File: src/hw/iep_pkg.sv
// package: register map, field layout and reset values of the enable/priority block
package iep_pkg;
  localparam int ADDR_W = 6;
  localparam logic [ADDR_W-1:0] OFF_ENABLE2 = 6'h00;
  localparam logic [ADDR_W-1:0] OFF_ENABLE3 = 6'h04;
  localparam logic [ADDR_W-1:0] OFF_ENABLE5 = 6'h08;
  localparam logic [ADDR_W-1:0] OFF_PRIO0 = 6'h0C;
  localparam logic [ADDR_W-1:0] OFF_PRIO1 = 6'h10;
  localparam logic [ADDR_W-1:0] OFF_PRIO2 = 6'h14;
  localparam logic [ADDR_W-1:0] OFF_IRQ_STAT = 6'h18;
  localparam logic [ADDR_W-1:0] OFF_IRQ_CLR = 6'h1C;
  localparam logic [ADDR_W-1:0] OFF_IRQ_EN = 6'h20;
  // implemented-bit masks; everything else reads 0 and ignores writes
  localparam logic [15:0] MASK_ENABLE2 = 16'h4006;
  localparam logic [15:0] MASK_ENABLE3 = 16'h210E;
  localparam logic [15:0] MASK_ENABLE5 = 16'h0040;
  localparam logic [15:0] MASK_PRIO0 = 16'h7777;
  localparam logic [15:0] MASK_PRIO1 = 16'h7770;
  localparam logic [15:0] MASK_PRIO2 = 16'h7777;
  localparam logic [15:0] RST_ENABLE = 16'h0000;
  localparam logic [15:0] RST_PRIO = 16'h4444;
  localparam int NUM_SRC = 22;
  localparam int NUM_EVT = 2;
  // event bits in the status word
  localparam int EVT_NEW_REQ = 0;
  localparam int EVT_LEVEL_UP = 1;
endpackage : iep_pkg

File: src/hw/iep_ctrl.sv
// enable and priority control registers with APB slave and request gating
//
// Behaviour
// - enable 1 lets a source's request through, 0 blocks it
// - enable bits read/write, reset to 0 so sources 11 to 19 start masked
// - unimplemented enable and priority bits ignore writes and read zero
// - priority 3-bit levels 1..7, 7 highest, 0 disables the source
// - priority fields reset to 100, level four, all bits read/write
// - priority word 0: timer1 14-12, compare1 10-8, capture1 6-4, ext0 2-0
// - priority word 1: timer2 14-12, compare2 10-8, capture2 6-4, rest zero
// - priority word 2: uart1 rx 14-12, spi1 event 10-8, spi1 fault 6-4, timer3 2-0
// - enable word 3: charge-time 13, low-voltage 8, checksum 3, uart2/uart1 error 2/1
// - enable word 5: only bit 6, usb module enable
// - each source has a pending flag input; the enables gate those of sources 11 to 19
//
// The APB register port and the placing of the registers were left to the implementer.
`timescale 1ns/10ps
`default_nettype none
module iep_ctrl
  import iep_pkg::*;
(
  input wire logic sys_clk,
  input wire logic reset_n,
  input wire logic psel,
  input wire logic penable,
  input wire logic pwrite,
  input wire logic [31:0] paddr,
  input wire logic [31:0] pwdata,
  input wire logic [3:0] pstrb,
  output logic [31:0] prdata,
  output logic pready,
  output logic pslverr,
  input wire logic [NUM_SRC-1:0] srcFlag,
  output logic [NUM_SRC-1:0] srcRequest,
  output logic coreRequest,
  output logic [2:0] coreLevel,
  output logic irqOut
);
  // ---------------------------------------------------------------
  // bus decode
  // ---------------------------------------------------------------
  logic [15:0] enable2_ff, enable3_ff, enable5_ff;
  logic [15:0] prio0_ff, prio1_ff, prio2_ff;
  logic [NUM_EVT-1:0] irqStat_ff, irqEn_ff;
  logic [31:0] prdata_ff;
  logic [2:0] coreLevel_ff;
  logic [NUM_SRC-1:0] srcRequest_ff;
  logic accessPhase, wrStrobe, rdStrobe, addrHit, lowLanes;
  logic [ADDR_W-1:0] regAddr;
  logic [15:0] nxt_wordData;

  function automatic logic [15:0] merge16(input logic [15:0] old, input logic [15:0] wd,
                                          input logic [1:0] strb, input logic [15:0] mask);
    logic [15:0] res;
    res = old;
    if (strb[0]) res[7:0] = wd[7:0];
    if (strb[1]) res[15:8] = wd[15:8];
    return res & mask;
  endfunction

  assign accessPhase = psel && penable;
  assign regAddr = paddr[ADDR_W-1:0];
  // upper address bits must be zero so that no alias reaches a register
  assign addrHit = (paddr[31:ADDR_W] == '0) && (paddr[1:0] == 2'h0) && (regAddr <= OFF_IRQ_EN);
  assign wrStrobe = accessPhase && pwrite && addrHit;
  assign rdStrobe = accessPhase && !pwrite && addrHit;
  // registers are 16 bits wide: only byte lanes 0 and 1 carry data
  assign lowLanes = |pstrb[1:0];
  assign nxt_wordData = pwdata[15:0];
  assign pready = 1'b1;
  assign pslverr = accessPhase && !addrHit;

  // ---------------------------------------------------------------
  // enable registers
  // ---------------------------------------------------------------
  always_ff @(posedge sys_clk or negedge reset_n) begin
    if (!reset_n) begin
      enable2_ff <= RST_ENABLE;
      enable3_ff <= RST_ENABLE;
      enable5_ff <= RST_ENABLE;
    end else if (wrStrobe && lowLanes) begin
      if (regAddr == OFF_ENABLE2) enable2_ff <= merge16(enable2_ff, nxt_wordData, pstrb[1:0], MASK_ENABLE2);
      if (regAddr == OFF_ENABLE3) enable3_ff <= merge16(enable3_ff, nxt_wordData, pstrb[1:0], MASK_ENABLE3);
      if (regAddr == OFF_ENABLE5) enable5_ff <= merge16(enable5_ff, nxt_wordData, pstrb[1:0], MASK_ENABLE5);
    end
  end

  // ---------------------------------------------------------------
  // priority registers
  // ---------------------------------------------------------------
  always_ff @(posedge sys_clk or negedge reset_n) begin
    if (!reset_n) begin
      prio0_ff <= RST_PRIO & MASK_PRIO0;
      prio1_ff <= RST_PRIO & MASK_PRIO1;
      prio2_ff <= RST_PRIO & MASK_PRIO2;
    end else if (wrStrobe) begin
      if (regAddr == OFF_PRIO0) prio0_ff <= merge16(prio0_ff, nxt_wordData, pstrb[1:0], MASK_PRIO0);
      if (regAddr == OFF_PRIO1) prio1_ff <= merge16(prio1_ff, nxt_wordData, pstrb[1:0], MASK_PRIO1);
      if (regAddr == OFF_PRIO2) prio2_ff <= merge16(prio2_ff, nxt_wordData, pstrb[1:0], MASK_PRIO2);
    end
  end

  // ---------------------------------------------------------------
  // source map: enable bit and level per source
  // ---------------------------------------------------------------
  // sources: 0 timer1,1 compare1,2 capture1,3 ext0,4 timer2,5 compare2,6 capture2,
  // 7 uart1 rx,8 spi1 event,9 spi1 fault,10 timer3 (enables live in words not held here,
  // so they stay enabled by level only), 11 calendar,12 i2c2 master,13 i2c2 slave,
  // 14 charge-time,15 low-voltage,16 checksum,17 uart2 err,18 uart1 err,19 usb
  logic [NUM_SRC-1:0] srcEnable;
  logic [3*NUM_SRC-1:0] srcLevel;
  always_comb begin
    srcEnable = '0;
    srcLevel = '0;
    srcEnable[10:0] = '1;
    srcLevel[3*0 +: 3] = prio0_ff[14:12];
    srcLevel[3*1 +: 3] = prio0_ff[10:8];
    srcLevel[3*2 +: 3] = prio0_ff[6:4];
    srcLevel[3*3 +: 3] = prio0_ff[2:0];
    srcLevel[3*4 +: 3] = prio1_ff[14:12];
    srcLevel[3*5 +: 3] = prio1_ff[10:8];
    srcLevel[3*6 +: 3] = prio1_ff[6:4];
    srcLevel[3*7 +: 3] = prio2_ff[14:12];
    srcLevel[3*8 +: 3] = prio2_ff[10:8];
    srcLevel[3*9 +: 3] = prio2_ff[6:4];
    srcLevel[3*10 +: 3] = prio2_ff[2:0];
    srcEnable[11] = enable2_ff[14];
    srcEnable[12] = enable2_ff[2];
    srcEnable[13] = enable2_ff[1];
    srcEnable[14] = enable3_ff[13];
    srcEnable[15] = enable3_ff[8];
    srcEnable[16] = enable3_ff[3];
    srcEnable[17] = enable3_ff[2];
    srcEnable[18] = enable3_ff[1];
    srcEnable[19] = enable5_ff[6];
    // level for sources whose priority word is outside this block: default four
    for (int i = 11; i < NUM_SRC; i++) begin
      srcLevel[3*i +: 3] = RST_PRIO[2:0] | 3'h4;
    end
  end

  // ---------------------------------------------------------------
  // request gating and level report
  // ---------------------------------------------------------------
  logic [NUM_SRC-1:0] nxt_srcRequest;
  logic [2:0] nxt_coreLevel;
  always_comb begin
    for (int i = 0; i < NUM_SRC; i++) begin
      nxt_srcRequest[i] = srcFlag[i] && srcEnable[i] && (srcLevel[3*i +: 3] != 3'h0);
    end
  end

  iep_prio_max #(.N(NUM_SRC)) uMax (
    .srcActive(nxt_srcRequest),
    .srcLevel(srcLevel),
    .topLevel(nxt_coreLevel)
  );

  always_ff @(posedge sys_clk or negedge reset_n) begin
    if (!reset_n) begin
      srcRequest_ff <= '0;
      coreLevel_ff <= 3'h0;
    end else begin
      srcRequest_ff <= nxt_srcRequest;
      coreLevel_ff <= nxt_coreLevel;
    end
  end
  assign srcRequest = srcRequest_ff;
  assign coreLevel = coreLevel_ff;
  assign coreRequest = |srcRequest_ff;

  // ---------------------------------------------------------------
  // block's own interrupt: new request, level rise
  // ---------------------------------------------------------------
  logic [NUM_EVT-1:0] evt;
  assign evt[EVT_NEW_REQ] = |(nxt_srcRequest & ~srcRequest_ff);
  assign evt[EVT_LEVEL_UP] = nxt_coreLevel > coreLevel_ff;
  always_ff @(posedge sys_clk or negedge reset_n) begin
    if (!reset_n) begin
      irqStat_ff <= '0;
    end else begin
      // set wins over a clear in the same cycle
      irqStat_ff <= (irqStat_ff & ~((wrStrobe && regAddr == OFF_IRQ_CLR) ? pwdata[NUM_EVT-1:0] : '0)) | evt;
    end
  end
  always_ff @(posedge sys_clk or negedge reset_n) begin
    if (!reset_n) begin
      irqEn_ff <= '0;
    end else if (wrStrobe && regAddr == OFF_IRQ_EN && pstrb[0]) begin
      irqEn_ff <= pwdata[NUM_EVT-1:0];
    end
  end
  assign irqOut = |(irqStat_ff & irqEn_ff);

  // ---------------------------------------------------------------
  // read mux
  // ---------------------------------------------------------------
  logic [31:0] nxt_prdata;
  always_comb begin
    nxt_prdata = 32'h0000_0000;
    unique case (regAddr)
      OFF_ENABLE2: nxt_prdata[15:0] = enable2_ff;
      OFF_ENABLE3: nxt_prdata[15:0] = enable3_ff;
      OFF_ENABLE5: nxt_prdata[15:0] = enable5_ff;
      OFF_PRIO0: nxt_prdata[15:0] = prio0_ff;
      OFF_PRIO1: nxt_prdata[15:0] = prio1_ff;
      OFF_PRIO2: nxt_prdata[15:0] = prio2_ff;
      OFF_IRQ_STAT: nxt_prdata[NUM_EVT-1:0] = irqStat_ff;
      OFF_IRQ_EN: nxt_prdata[NUM_EVT-1:0] = irqEn_ff;
      default: nxt_prdata = 32'h0000_0000;
    endcase
  end
  // read data registered in setup so it is stable through the access phase
  always_ff @(posedge sys_clk or negedge reset_n) begin
    if (!reset_n) begin
      prdata_ff <= 32'h0000_0000;
    end else if (psel && !penable && !pwrite) begin
      prdata_ff <= addrHit ? nxt_prdata : 32'h0000_0000;
    end
  end
  assign prdata = prdata_ff;

  // ---------------------------------------------------------------
  // checks
  // ---------------------------------------------------------------
  AST_ENABLE_BLOCKS: assert property (@(posedge sys_clk) disable iff (!reset_n)
    !enable3_ff[13] |=> !srcRequest_ff[14] || $past(enable3_ff[13]) == 1'b1)
    else $error("disabled source produced a request");
  AST_UNIMP_ENABLE: assert property (@(posedge sys_clk) disable iff (!reset_n)
    (enable2_ff & ~MASK_ENABLE2) == 16'h0 && (enable5_ff & ~MASK_ENABLE5) == 16'h0)
    else $error("unimplemented enable bit set");
  AST_UNIMP_PRIO: assert property (@(posedge sys_clk) disable iff (!reset_n)
    prio1_ff[3:0] == 4'h0 && prio0_ff[15] == 1'b0 && prio2_ff[11] == 1'b0)
    else $error("unimplemented priority bit set");
  AST_ZERO_DISABLES: assert property (@(posedge sys_clk) disable iff (!reset_n)
    prio0_ff[14:12] == 3'h0 |=> !srcRequest_ff[0])
    else $error("priority zero source requested");
  AST_GATE: assert property (@(posedge sys_clk) disable iff (!reset_n)
    srcFlag[19] && enable5_ff[6] |=> srcRequest_ff[19])
    else $error("enabled flagged source not requested");
  AST_FLAG_NEEDED: assert property (@(posedge sys_clk) disable iff (!reset_n)
    !srcFlag[16] |=> !srcRequest_ff[16])
    else $error("request without flag");
  AST_LEVEL_TOP: assert property (@(posedge sys_clk) disable iff (!reset_n)
    srcRequest_ff[0] |-> coreLevel_ff >= $past(prio0_ff[14:12]))
    else $error("reported level below active source");
  AST_WRITE_ENABLE: assert property (@(posedge sys_clk) disable iff (!reset_n)
    wrStrobe && regAddr == OFF_ENABLE3 && pstrb[1] |=> enable3_ff[8] == $past(pwdata[8]))
    else $error("enable write lost");
  AST_WRITE_PRIO: assert property (@(posedge sys_clk) disable iff (!reset_n)
    wrStrobe && regAddr == OFF_PRIO2 && pstrb[0] |=> prio2_ff[2:0] == $past(pwdata[2:0]))
    else $error("priority write lost");
  AST_NO_LEVEL_IDLE: assert property (@(posedge sys_clk) disable iff (!reset_n)
    !coreRequest |-> coreLevel_ff == 3'h0)
    else $error("level shown with no request");

  // ---------------------------------------------------------------
  // read path and event checks
  // ---------------------------------------------------------------
  // read data was latched in setup; it must match the register at the access edge
  AST_READ_ENABLE2: assert property (@(posedge sys_clk) disable iff (!reset_n)
    rdStrobe && regAddr == OFF_ENABLE2 |-> prdata_ff == {16'h0000, enable2_ff})
    else $error("read data differs from enable word 2");
  AST_READ_ENABLE3: assert property (@(posedge sys_clk) disable iff (!reset_n)
    rdStrobe && regAddr == OFF_ENABLE3 |-> prdata_ff == {16'h0000, enable3_ff})
    else $error("read data differs from enable word 3");
  AST_READ_ENABLE5: assert property (@(posedge sys_clk) disable iff (!reset_n)
    rdStrobe && regAddr == OFF_ENABLE5 |-> prdata_ff == {16'h0000, enable5_ff})
    else $error("read data differs from enable word 5");
  AST_READ_PRIO0: assert property (@(posedge sys_clk) disable iff (!reset_n)
    rdStrobe && regAddr == OFF_PRIO0 |-> prdata_ff == {16'h0000, prio0_ff})
    else $error("read data differs from priority word 0");
  AST_READ_PRIO1: assert property (@(posedge sys_clk) disable iff (!reset_n)
    rdStrobe && regAddr == OFF_PRIO1 |-> prdata_ff == {16'h0000, prio1_ff})
    else $error("read data differs from priority word 1");
  AST_READ_PRIO2: assert property (@(posedge sys_clk) disable iff (!reset_n)
    rdStrobe && regAddr == OFF_PRIO2 |-> prdata_ff == {16'h0000, prio2_ff})
    else $error("read data differs from priority word 2");
  AST_READ_STABLE: assert property (@(posedge sys_clk) disable iff (!reset_n)
    rdStrobe |=> $stable(prdata_ff))
    else $error("read data moved after the access phase");
  AST_UNMAPPED_IGNORED: assert property (@(posedge sys_clk) disable iff (!reset_n)
    accessPhase && !addrHit |=> $stable(enable2_ff) && $stable(enable3_ff) && $stable(prio0_ff))
    else $error("unmapped access changed a register");
  AST_UNIMP_REST: assert property (@(posedge sys_clk) disable iff (!reset_n)
    (enable3_ff & ~MASK_ENABLE3) == 16'h0 && (prio0_ff & ~MASK_PRIO0) == 16'h0 && (prio2_ff & ~MASK_PRIO2) == 16'h0)
    else $error("unimplemented bit set");
  AST_HIGH_WINS: assert property (@(posedge sys_clk) disable iff (!reset_n)
    srcRequest_ff[0] && $past(prio0_ff[14:12]) == 3'h7 |-> coreLevel_ff == 3'h7)
    else $error("highest level not reported");
  AST_REQ_LEVEL_NONZERO: assert property (@(posedge sys_clk) disable iff (!reset_n)
    coreRequest |-> coreLevel_ff != 3'h0)
    else $error("request shown with level zero");
  AST_I2C_BLOCKED: assert property (@(posedge sys_clk) disable iff (!reset_n)
    !enable2_ff[2] |=> !srcRequest_ff[12])
    else $error("masked source produced a request");
  AST_SET_WINS: assert property (@(posedge sys_clk) disable iff (!reset_n)
    evt[EVT_NEW_REQ] |=> irqStat_ff[EVT_NEW_REQ])
    else $error("new request event lost");
  AST_LEVEL_UP_SET: assert property (@(posedge sys_clk) disable iff (!reset_n)
    evt[EVT_LEVEL_UP] |=> irqStat_ff[EVT_LEVEL_UP])
    else $error("level rise event lost");
endmodule // iep_ctrl
`default_nettype wire

File: src/hw/iep_prio_max.sv
// highest-level selector over all gated sources
`timescale 1ns/10ps
`default_nettype none
module iep_prio_max
  import iep_pkg::*;
#(
  parameter int N = NUM_SRC
) (
  input wire logic [N-1:0] srcActive,
  input wire logic [3*N-1:0] srcLevel,
  output logic [2:0] topLevel
);
  always_comb begin
    topLevel = 3'h0;
    for (int i = 0; i < N; i++) begin
      if (srcActive[i] && (srcLevel[3*i +: 3] > topLevel)) begin
        topLevel = srcLevel[3*i +: 3];
      end
    end
  end
endmodule // iep_prio_max
`default_nettype wire
File: config.mk
export PLATFORM = sky130hd
export DESIGN_NAME = iep_ctrl
export DESIGN_NICKNAME = d
export VERILOG_FILES = /design/src/hw/iep_pkg.sv /design/src/hw/iep_ctrl.sv /design/src/hw/iep_prio_max.sv
export SDC_FILE = /design/constraint.sdc
export NUM_CORES = 1
export LEC_CHECK = 0
export BUFFER_PORTS_ARGS = -buffer_cell sky130_fd_sc_hd__buf_2
export CORE_ASPECT_RATIO = 1.5
export CORE_MARGIN = 4
export CORE_UTILIZATION = 30
export CTS_CLUSTER_SIZE = 14
export DETAILED_ROUTE_END_ITERATION = 6
export GPL_ROUTABILITY_DRIVEN = 0
export MAX_ROUTING_LAYER = met4
export PLACE_DENSITY_LB_ADDON = 0.05
export SYNTH_ARGS = -nofsm -noshare
export SYNTH_HDL_FRONTEND = slang
export SYNTH_HIERARCHICAL = 1
export SYNTH_SLANG_ARGS = --single-unit
File: constraint.sdc
create_clock -name sys_clk -period 22.4 [get_ports sys_clk]
set_input_delay 1.12 -clock sys_clk [delete_from_list [all_inputs] [get_ports sys_clk]]
set_output_delay 1.12 -clock sys_clk [all_outputs]
set_load 0.1 [all_outputs]
# Word level (Yosys, flattened, before mapping)
# Index checks and enable logic that the tools add are counted.
# Widths: inputs -> output; s select.
[totals]
ff_bits = 101
input_bits = 95
out_inout_bits = 61
word_cells = 160
[classes]
magnitude_cmp = 22
eq_ne = 8
muxes = 24
bitwise = 6
n_reduce_logical = 84
[ops]
columns = ["operator", "count"]
rows = [
  ["$pmux 13 s6", 1],
  ["$mux 3", 20],
  ["$logic_and 1x1->1", 52],
  ["$gt 3x3->1", 11],
  ["$reduce_and 3->1", 11],
  ["$reduce_bool 3->1", 11],
  ["$gt 3x3->1 const A", 9],
  ["$logic_not 26->1", 1],
  ["$eq 6x5->1 const B", 4],
  ["$and 20x22->22", 1],
  ["$not 20->22", 1],
  ["$reduce_or 22->1", 1],
  ["$reduce_or 20->1", 1],
  ["$mux 16", 1],
  ["$eq 6x4->1 const B", 2],
  ["$pmux 2 s6", 1],
  ["$eq 6x3->1 const B", 1],
  ["$eq 6x6->1 const B", 1],
  ["$le 6x6->1 const B", 1],
  ["$logic_not 6->1", 1],
  ["$and 2x2->2", 2],
  ["$reduce_or 2->1", 2],
  ["$gt 3x1->1 const B", 1],
  ["$logic_not 1->1", 3],
  ["other kinds (4)", 4],
]

# Logic depth before layout (Yosys ltp)
[logic_depth]
ltp_word = 63
mapped_depth = 149

# Hierarchy
# The synthesis kept the hierarchy.
[modules_own_cells]
columns = ["mod", "instances", "cells_per_inst", "area_per_inst_um2"]
rows = [
  ["iep_ctrl", 1, 368, 4277.9],
  ["iep_prio_max", 1, 446, 3025.4],
]

# Least setup slack after synthesis
# OpenSTA, ideal clock, no wires.
[synth_path]
path_kind = "input -> register"
start = "input port srcFlag[0]"
end = "register irqStat_ff[1]"
setup_time_ns = 0.129
arrival_time_ns = 22.540
slack_ns = -0.269
path_stages = 128
path_buffers = 0
path_cell_list = "o31a_1 > and2_1 > inv_1 > ha_1 > or2_4 > o2111ai_4 > o21ai_0 > ha_1 > o32ai_1 > o21ai_0 > a211oi_1 > a21oi_1 > ha_1 > nor2_1 > maj3_1 > maj3_2 > and3_1 > or2_2 > (+92 left out) > inv_1 > ha_1 > nor2_1 > maj3_2 > maj3_2 > a22oi_1 > ha_1 > nor2_1 > o211ai_1 > o211ai_1 > a221o_1 > a31oi_1 > inv_1 > ha_1 > nor2b_1 > o21a_1 > o21ai_0 > o21ai_0"
[synth_between]
elab_chain_len = 62
[synth_rtl]
columns = ["item", "line_no", "source"]
rows = [
  ["start, declared", "iep_ctrl.sv:33", "input wire logic [NUM_SRC-1:0] srcFlag,"],
  ["$logic_and 1x1->1 *", "iep_ctrl.sv:149", "nxt_srcRequest[i] = srcFlag[i] && srcEnable[i] && (srcLevel[3*i +: 3] != 3'h0);"],
  ["$logic_and 1x1->1 *", "iep_prio_max.sv:16", "if (srcActive[i] && (srcLevel[3*i +: 3] > topLevel)) begin"],
  ["$mux 3 *", "iep_prio_max.sv:16", ""],
  ["$gt 3x3->1", "iep_prio_max.sv:16", ""],
  ["$logic_and 1x1->1", "iep_prio_max.sv:16", ""],
  ["$mux 3 *", "iep_prio_max.sv:16", ""],
  ["$gt 3x3->1", "iep_prio_max.sv:16", ""],
  ["$logic_and 1x1->1", "iep_prio_max.sv:16", ""],
  ["(+47 left out)", "--", ""],
  ["$logic_and 1x1->1", "iep_prio_max.sv:16", ""],
  ["$mux 3 *", "iep_prio_max.sv:16", ""],
  ["$gt 3x3->1", "iep_prio_max.sv:16", ""],
  ["$logic_and 1x1->1", "iep_prio_max.sv:16", ""],
  ["$mux 3 *", "iep_prio_max.sv:16", ""],
  ["via nxt_coreLevel[0]", "iep_ctrl.sv:146", "logic [2:0] nxt_coreLevel;"],
  ["$gt 3x3->1 *", "iep_ctrl.sv:177", "assign evt[EVT_LEVEL_UP] = nxt_coreLevel > coreLevel_ff;"],
  ["$or 2x2->2 *", "iep_ctrl.sv:183", "irqStat_ff <= (irqStat_ff & ~((wrStrobe && regAddr == OFF_IRQ_CLR) ? pwdata[NUM_EVT-1:0] : '0)) | evt;"],
  ["end signal, assigned", "iep_ctrl.sv:183", ""],
  ["end, declared", "iep_ctrl.sv:44", "logic [NUM_EVT-1:0] irqStat_ff, irqEn_ff;"],
]
# The timed path passes the listed nets; every way through them passes the cells marked *.
# A chain may end at the register's enable or synchronous reset.

# Final worst setup path
[layout_path]
start = "input port srcFlag[0]"
end = "register irqStat_ff[1]"
[layout_between]
elab_chain_len = 62
[layout_rtl]
columns = ["item", "line_no", "source"]
rows = [
  ["$logic_and 1x1->1 *", "iep_ctrl.sv:149", ""],
  ["via nxt_srcRequest[0]", "iep_ctrl.sv:145", "logic [NUM_SRC-1:0] nxt_srcRequest;"],
  ["$logic_and 1x1->1 *", "iep_prio_max.sv:16", ""],
  ["$mux 3 *", "iep_prio_max.sv:16", ""],
  ["$gt 3x3->1", "iep_prio_max.sv:16", ""],
  ["$logic_and 1x1->1", "iep_prio_max.sv:16", ""],
  ["$mux 3 *", "iep_prio_max.sv:16", ""],
  ["$gt 3x3->1", "iep_prio_max.sv:16", ""],
  ["(+48 left out)", "--", ""],
  ["$logic_and 1x1->1", "iep_prio_max.sv:16", ""],
  ["$mux 3 *", "iep_prio_max.sv:16", ""],
  ["$gt 3x3->1", "iep_prio_max.sv:16", ""],
  ["$logic_and 1x1->1", "iep_prio_max.sv:16", ""],
  ["$mux 3 *", "iep_prio_max.sv:16", ""],
  ["via nxt_coreLevel[0]", "iep_ctrl.sv:146", ""],
  ["$gt 3x3->1 *", "iep_ctrl.sv:177", ""],
  ["$or 2x2->2 *", "iep_ctrl.sv:183", ""],
]
# Marked as above.

==> summary.md <==
| Metric | Value |
|---|---|
| Status | `finished, final reports clean` |
| Maxcap violations | `0` |
| Reg2reg path depth | `between 100 and 150` |
| Ant. Diodes | `0` |
| FFs w/ async S/R, synth | `100%` |
| Hold-critical path depth | `2` |
| Clk_skew | `~5.9 ps` |
| Clk sink count | `82` |
| Max Slew Vio Count | `0` |
| Global route overflow | `0` |
| Reg area | `2070 um^2` |
| Clk slew on worst S/H paths | `roughly 70 ps` |
| Largest net degree at the start of global routing | `57` |
| Buf/Inv on CP | `6` |
| Crit path arrival time | `around 23000 ps` |
| Worst min path class | `reg -> reg` |
| Via count | `about 7300` |
| CP Capture Type | `register` |
| Fraction of layout cells with a size suffix above 1 | `around 37%` |
| Net switching power | `between 0.1 and 0.15 mW` |
| Busiest grt layer | `met2` |
| Clock latency on the worst-skew pair | `360 ps` |
| Hpwl dp | `between 20 and 25 mm` |
| Pwr dens | `~37 nW/um^2` |
| Buffers added on ports | `110` |
| Initial antenna violation count | `0` |
| Period utilization | `roughly 99%` |
| Commonest non-fill, non-tap cells in the layout | `conb_1, buf_2, buf_4, dfrtp_1, nand2_1` |
| Detail Route Antenna Nets | `0` |
| CP top delay family | `adder cells` |
| R2R Path Start | `prio0_ff[14]` |
| First-pass detailed-route iteration total | `6` |
| DIE AREA | `27000 um^2` |
| Final Setup Violations | `0` |
| Post-route DRC | `0` |
| # IOs | `~160` |
| Synth unique cells | `around 100` |
| Synth Area per Inst | `8.97 um^2` |
| Initial drt markers | `~290` |
| WS Path Type | `in -> reg` |
| Clk root buf | `clkbuf_16` |
| Sw Share | `~30%` |
| Synthesis Warnings | `6` |
| Final min period | `roughly 22000 ps` |
| Flop-to-flop setup slack | `between 400 and 500 ps` |
| Setup crit start kind | `input port` |
| Fin nets | `approximately 1300` |
| Crit-path most repeated cell | `maj3_2` |
| Synth Flop Type | `dfrtp_1` |
| WHS Endpoint | `prdata[0]` |
| CTS max path bufs | `2` |
| Hold_sp | `prdata[0]` |
| Most common cell after layout, fill and taps aside | `conb_1` |
| Synth Register Bits | `82` |
| H-Tree Depth | `3` |
| Fin util | `roughly 42%` |
| Fin Hold WS | `a little under 500 ps` |
| Die Wd | `around 140 um` |
| Cell Int Power | `0.262 mW` |
| Comb pwr share | `~15%` |
| Register area share after synthesis | `about 28%` |
| Fmax | `approximately 45 MHz` |
| Num CTS Buffers | `9` |
| CP peak stage delay | `400 ps` |
| Gr usage total | `about a fifth` |
| Slew at the pin closest to its max-slew limit | `896 ps` |
| Final Hold Vio Count | `0` |
| Core ar. | `23800 um^2` |
| Routed vias/inst | `4.98` |
| M1 GR Usage | `21.2%` |
| Multi-input gate area | `5710 um^2` |
| Cell leakage power | `about 4.7 nW` |
| Die H | `between 150 and 200 um` |
| Worst slew margin | `40.3%` |
| Req. time, crit path | `between 20000 and 25000 ps` |
| Hold_buf cts | `0` |
| Met3 GRT Util | `2.22%` |
| Setup TNS | `0 ps` |
| Starting Density | `a little under a third` |
| Global-route wire length before repair | `about 40 mm` |
| Grt met2 use | `37.3%` |
| Number of enable flip-flop cells after synthesis | `0` |
| Final WL | `26.6 mm` |
| RSZ-0062 raised after global routing | `true` |
| FILL cells | `approximately 2500` |
| Area growth from synthesis to layout | `38.1%` |
| Vias in the first global route | `just over 7000` |
| Flop pwr share | `a little under 40%` |
| Reg2Reg Capture Point | `irqStat_ff[1]` |
| Cells after synthesis | `814` |
| CTS tree | `built` |
| Routed len/inst | `approximately 18 um` |
| Worst vdd ir | `approximately 0.000035 V` |
| CP Max Fanout | `4` |
| CP max stage cell | `a221o_1` |
| Clock share of power | `45.5%` |
| Site row count | `just under 70` |
| Syn Std Cell Area | `~7300 um^2` |
## worst reg2reg max path, delay by kind of cell (launching register included)
kind,cells,cell delay [ps]
mux,2,650
fa+ha+maj,31,8070
compound gates,51,7630
flops,1,530
simple gates,42,4630
buf+inv,5,370
## cell families (layout without fill, tap and decap cells)
family	Yosys count	in the layout	share of synthesized area, %
buf+inv	107	295	6.96
simple gates	290	290	23.6
fa+ha+maj	41	41	6.68
flops	82	82	28.3
other cells	2	142	0.103
compound gates	237	237	26.0
mux	55	55	8.43
## routing by layer
| layer | share of wire (%) | up-vias |
|---|---|---|
| met1 | 39 | 3486 |
| met3 | 2.9 | 32 |
| met2 | 56 | 128 |
| met4 | 2.7 | 0 |
| li1 | - | 3627 |
| met5 | 0 | - |
## through the flow
step / worst slack [ps] / total power, mW / area [um^2] / cells
floorplan: 7.27 / 0.192 / 7860 / 954
global placement: -1170 / 0.205 / 9070 / 1411
detailed placement: -1560 / 0.205 / 9070 / 1411
CTS: -634 / 0.378 / 9570 / 1442
global route: -1060 / 0.390 / 10100 / 1461
finish: 128 / 0.375 / 10100 / 1461
## how the worst max path moves through the flow
stage,startpoint,to,cells after the start
after floorplan,srcFlag[0],irqStat_ff[1],129
after global placement,srcFlag[0],irqStat_ff[1],130
after detailed placement,srcFlag[0],irqStat_ff[1],130
after CTS,srcFlag[0],irqStat_ff[1],130
after global routing,srcFlag[0],irqStat_ff[1],132
final,srcFlag[0],irqStat_ff[1],132
## flip-flops by register name, summed over array words and instances, names as in the netlist
signal      flops
enable5_ff      1
srcRequest     20
prio2_ff       12
irqStat_ff      2
enable3_ff      5
prdata         13
prio1_ff        9
enable2_ff      3
prio0_ff       12
irqEn_ff        2
coreLevel       3
## cell type report
| type | count | area share [%] |
|---|---|---|
| flip-flops and latches | 82 | 20.5 |
| clock inverters | 7 | 1.07 |
| repair buffers | 212 | 13.2 |
| clock buffers | 9 | 2.23 |
| well taps | 319 | 3.96 |
| multi-input cells | 765 | 56.6 |
| inverters | 67 | 2.52 |
## power groups by stage
stage | combinational, mW | clock [mW] | sequential, mW
4_1_cts | 0.0531 | 0.176 | 0.149
5_1_grt | 0.0609 | 0.180 | 0.149
3_3_place_gp | 0.0529 | 0 | 0.152
3_5_place_dp | 0.0529 | 0 | 0.152
2_1_floorplan | 0.0351 | 0 | 0.157
6_report | 0.0553 | 0.171 | 0.149
## Yosys cell counts (all sizes together) (6+ instances only)
| library cell | n | area [um^2] |
|---|---|---|
| nand4 | 17 | 128 |
| o22ai | 9 | 56.3 |
| a21oi | 27 | 139 |
| inv | 67 | 251 |
| nand3b | 8 | 60.1 |
| and3 | 10 | 62.6 |
| nand2 | 73 | 274 |
| or2 | 6 | 40.0 |
| maj3 | 12 | 125 |
| mux2 | 49 | 556 |
| dfstp | 11 | 289 |
| o221ai | 9 | 96.4 |
| nor3 | 24 | 130 |
| a211oi | 8 | 85.1 |
| a221oi | 10 | 93.8 |
| mux2i | 6 | 60.1 |
| nor4 | 24 | 295 |
| o211ai | 13 | 121 |
| o21a | 14 | 105 |
| o31a | 11 | 96.3 |
| buf | 28 | 211 |
| dfrtp | 71 | 1780 |
| nand3 | 36 | 185 |
| clkbuf | 12 | 45.0 |
| and2 | 14 | 87.6 |
| ha | 29 | 363 |
| a22oi | 15 | 123 |
| a21o | 8 | 60.1 |
| a31oi | 9 | 71.3 |
| o21ai | 42 | 210 |
| nor2 | 49 | 200 |
## what timing repair did
action / in CTS / in global routing
gates resized for setup: 15 / 80
setup endpoints to repair: 2 / 2
setup buffers: 15 / 19
pin swaps: 14 / 96
Note: power is estimated with default switching activity, not from simulation.
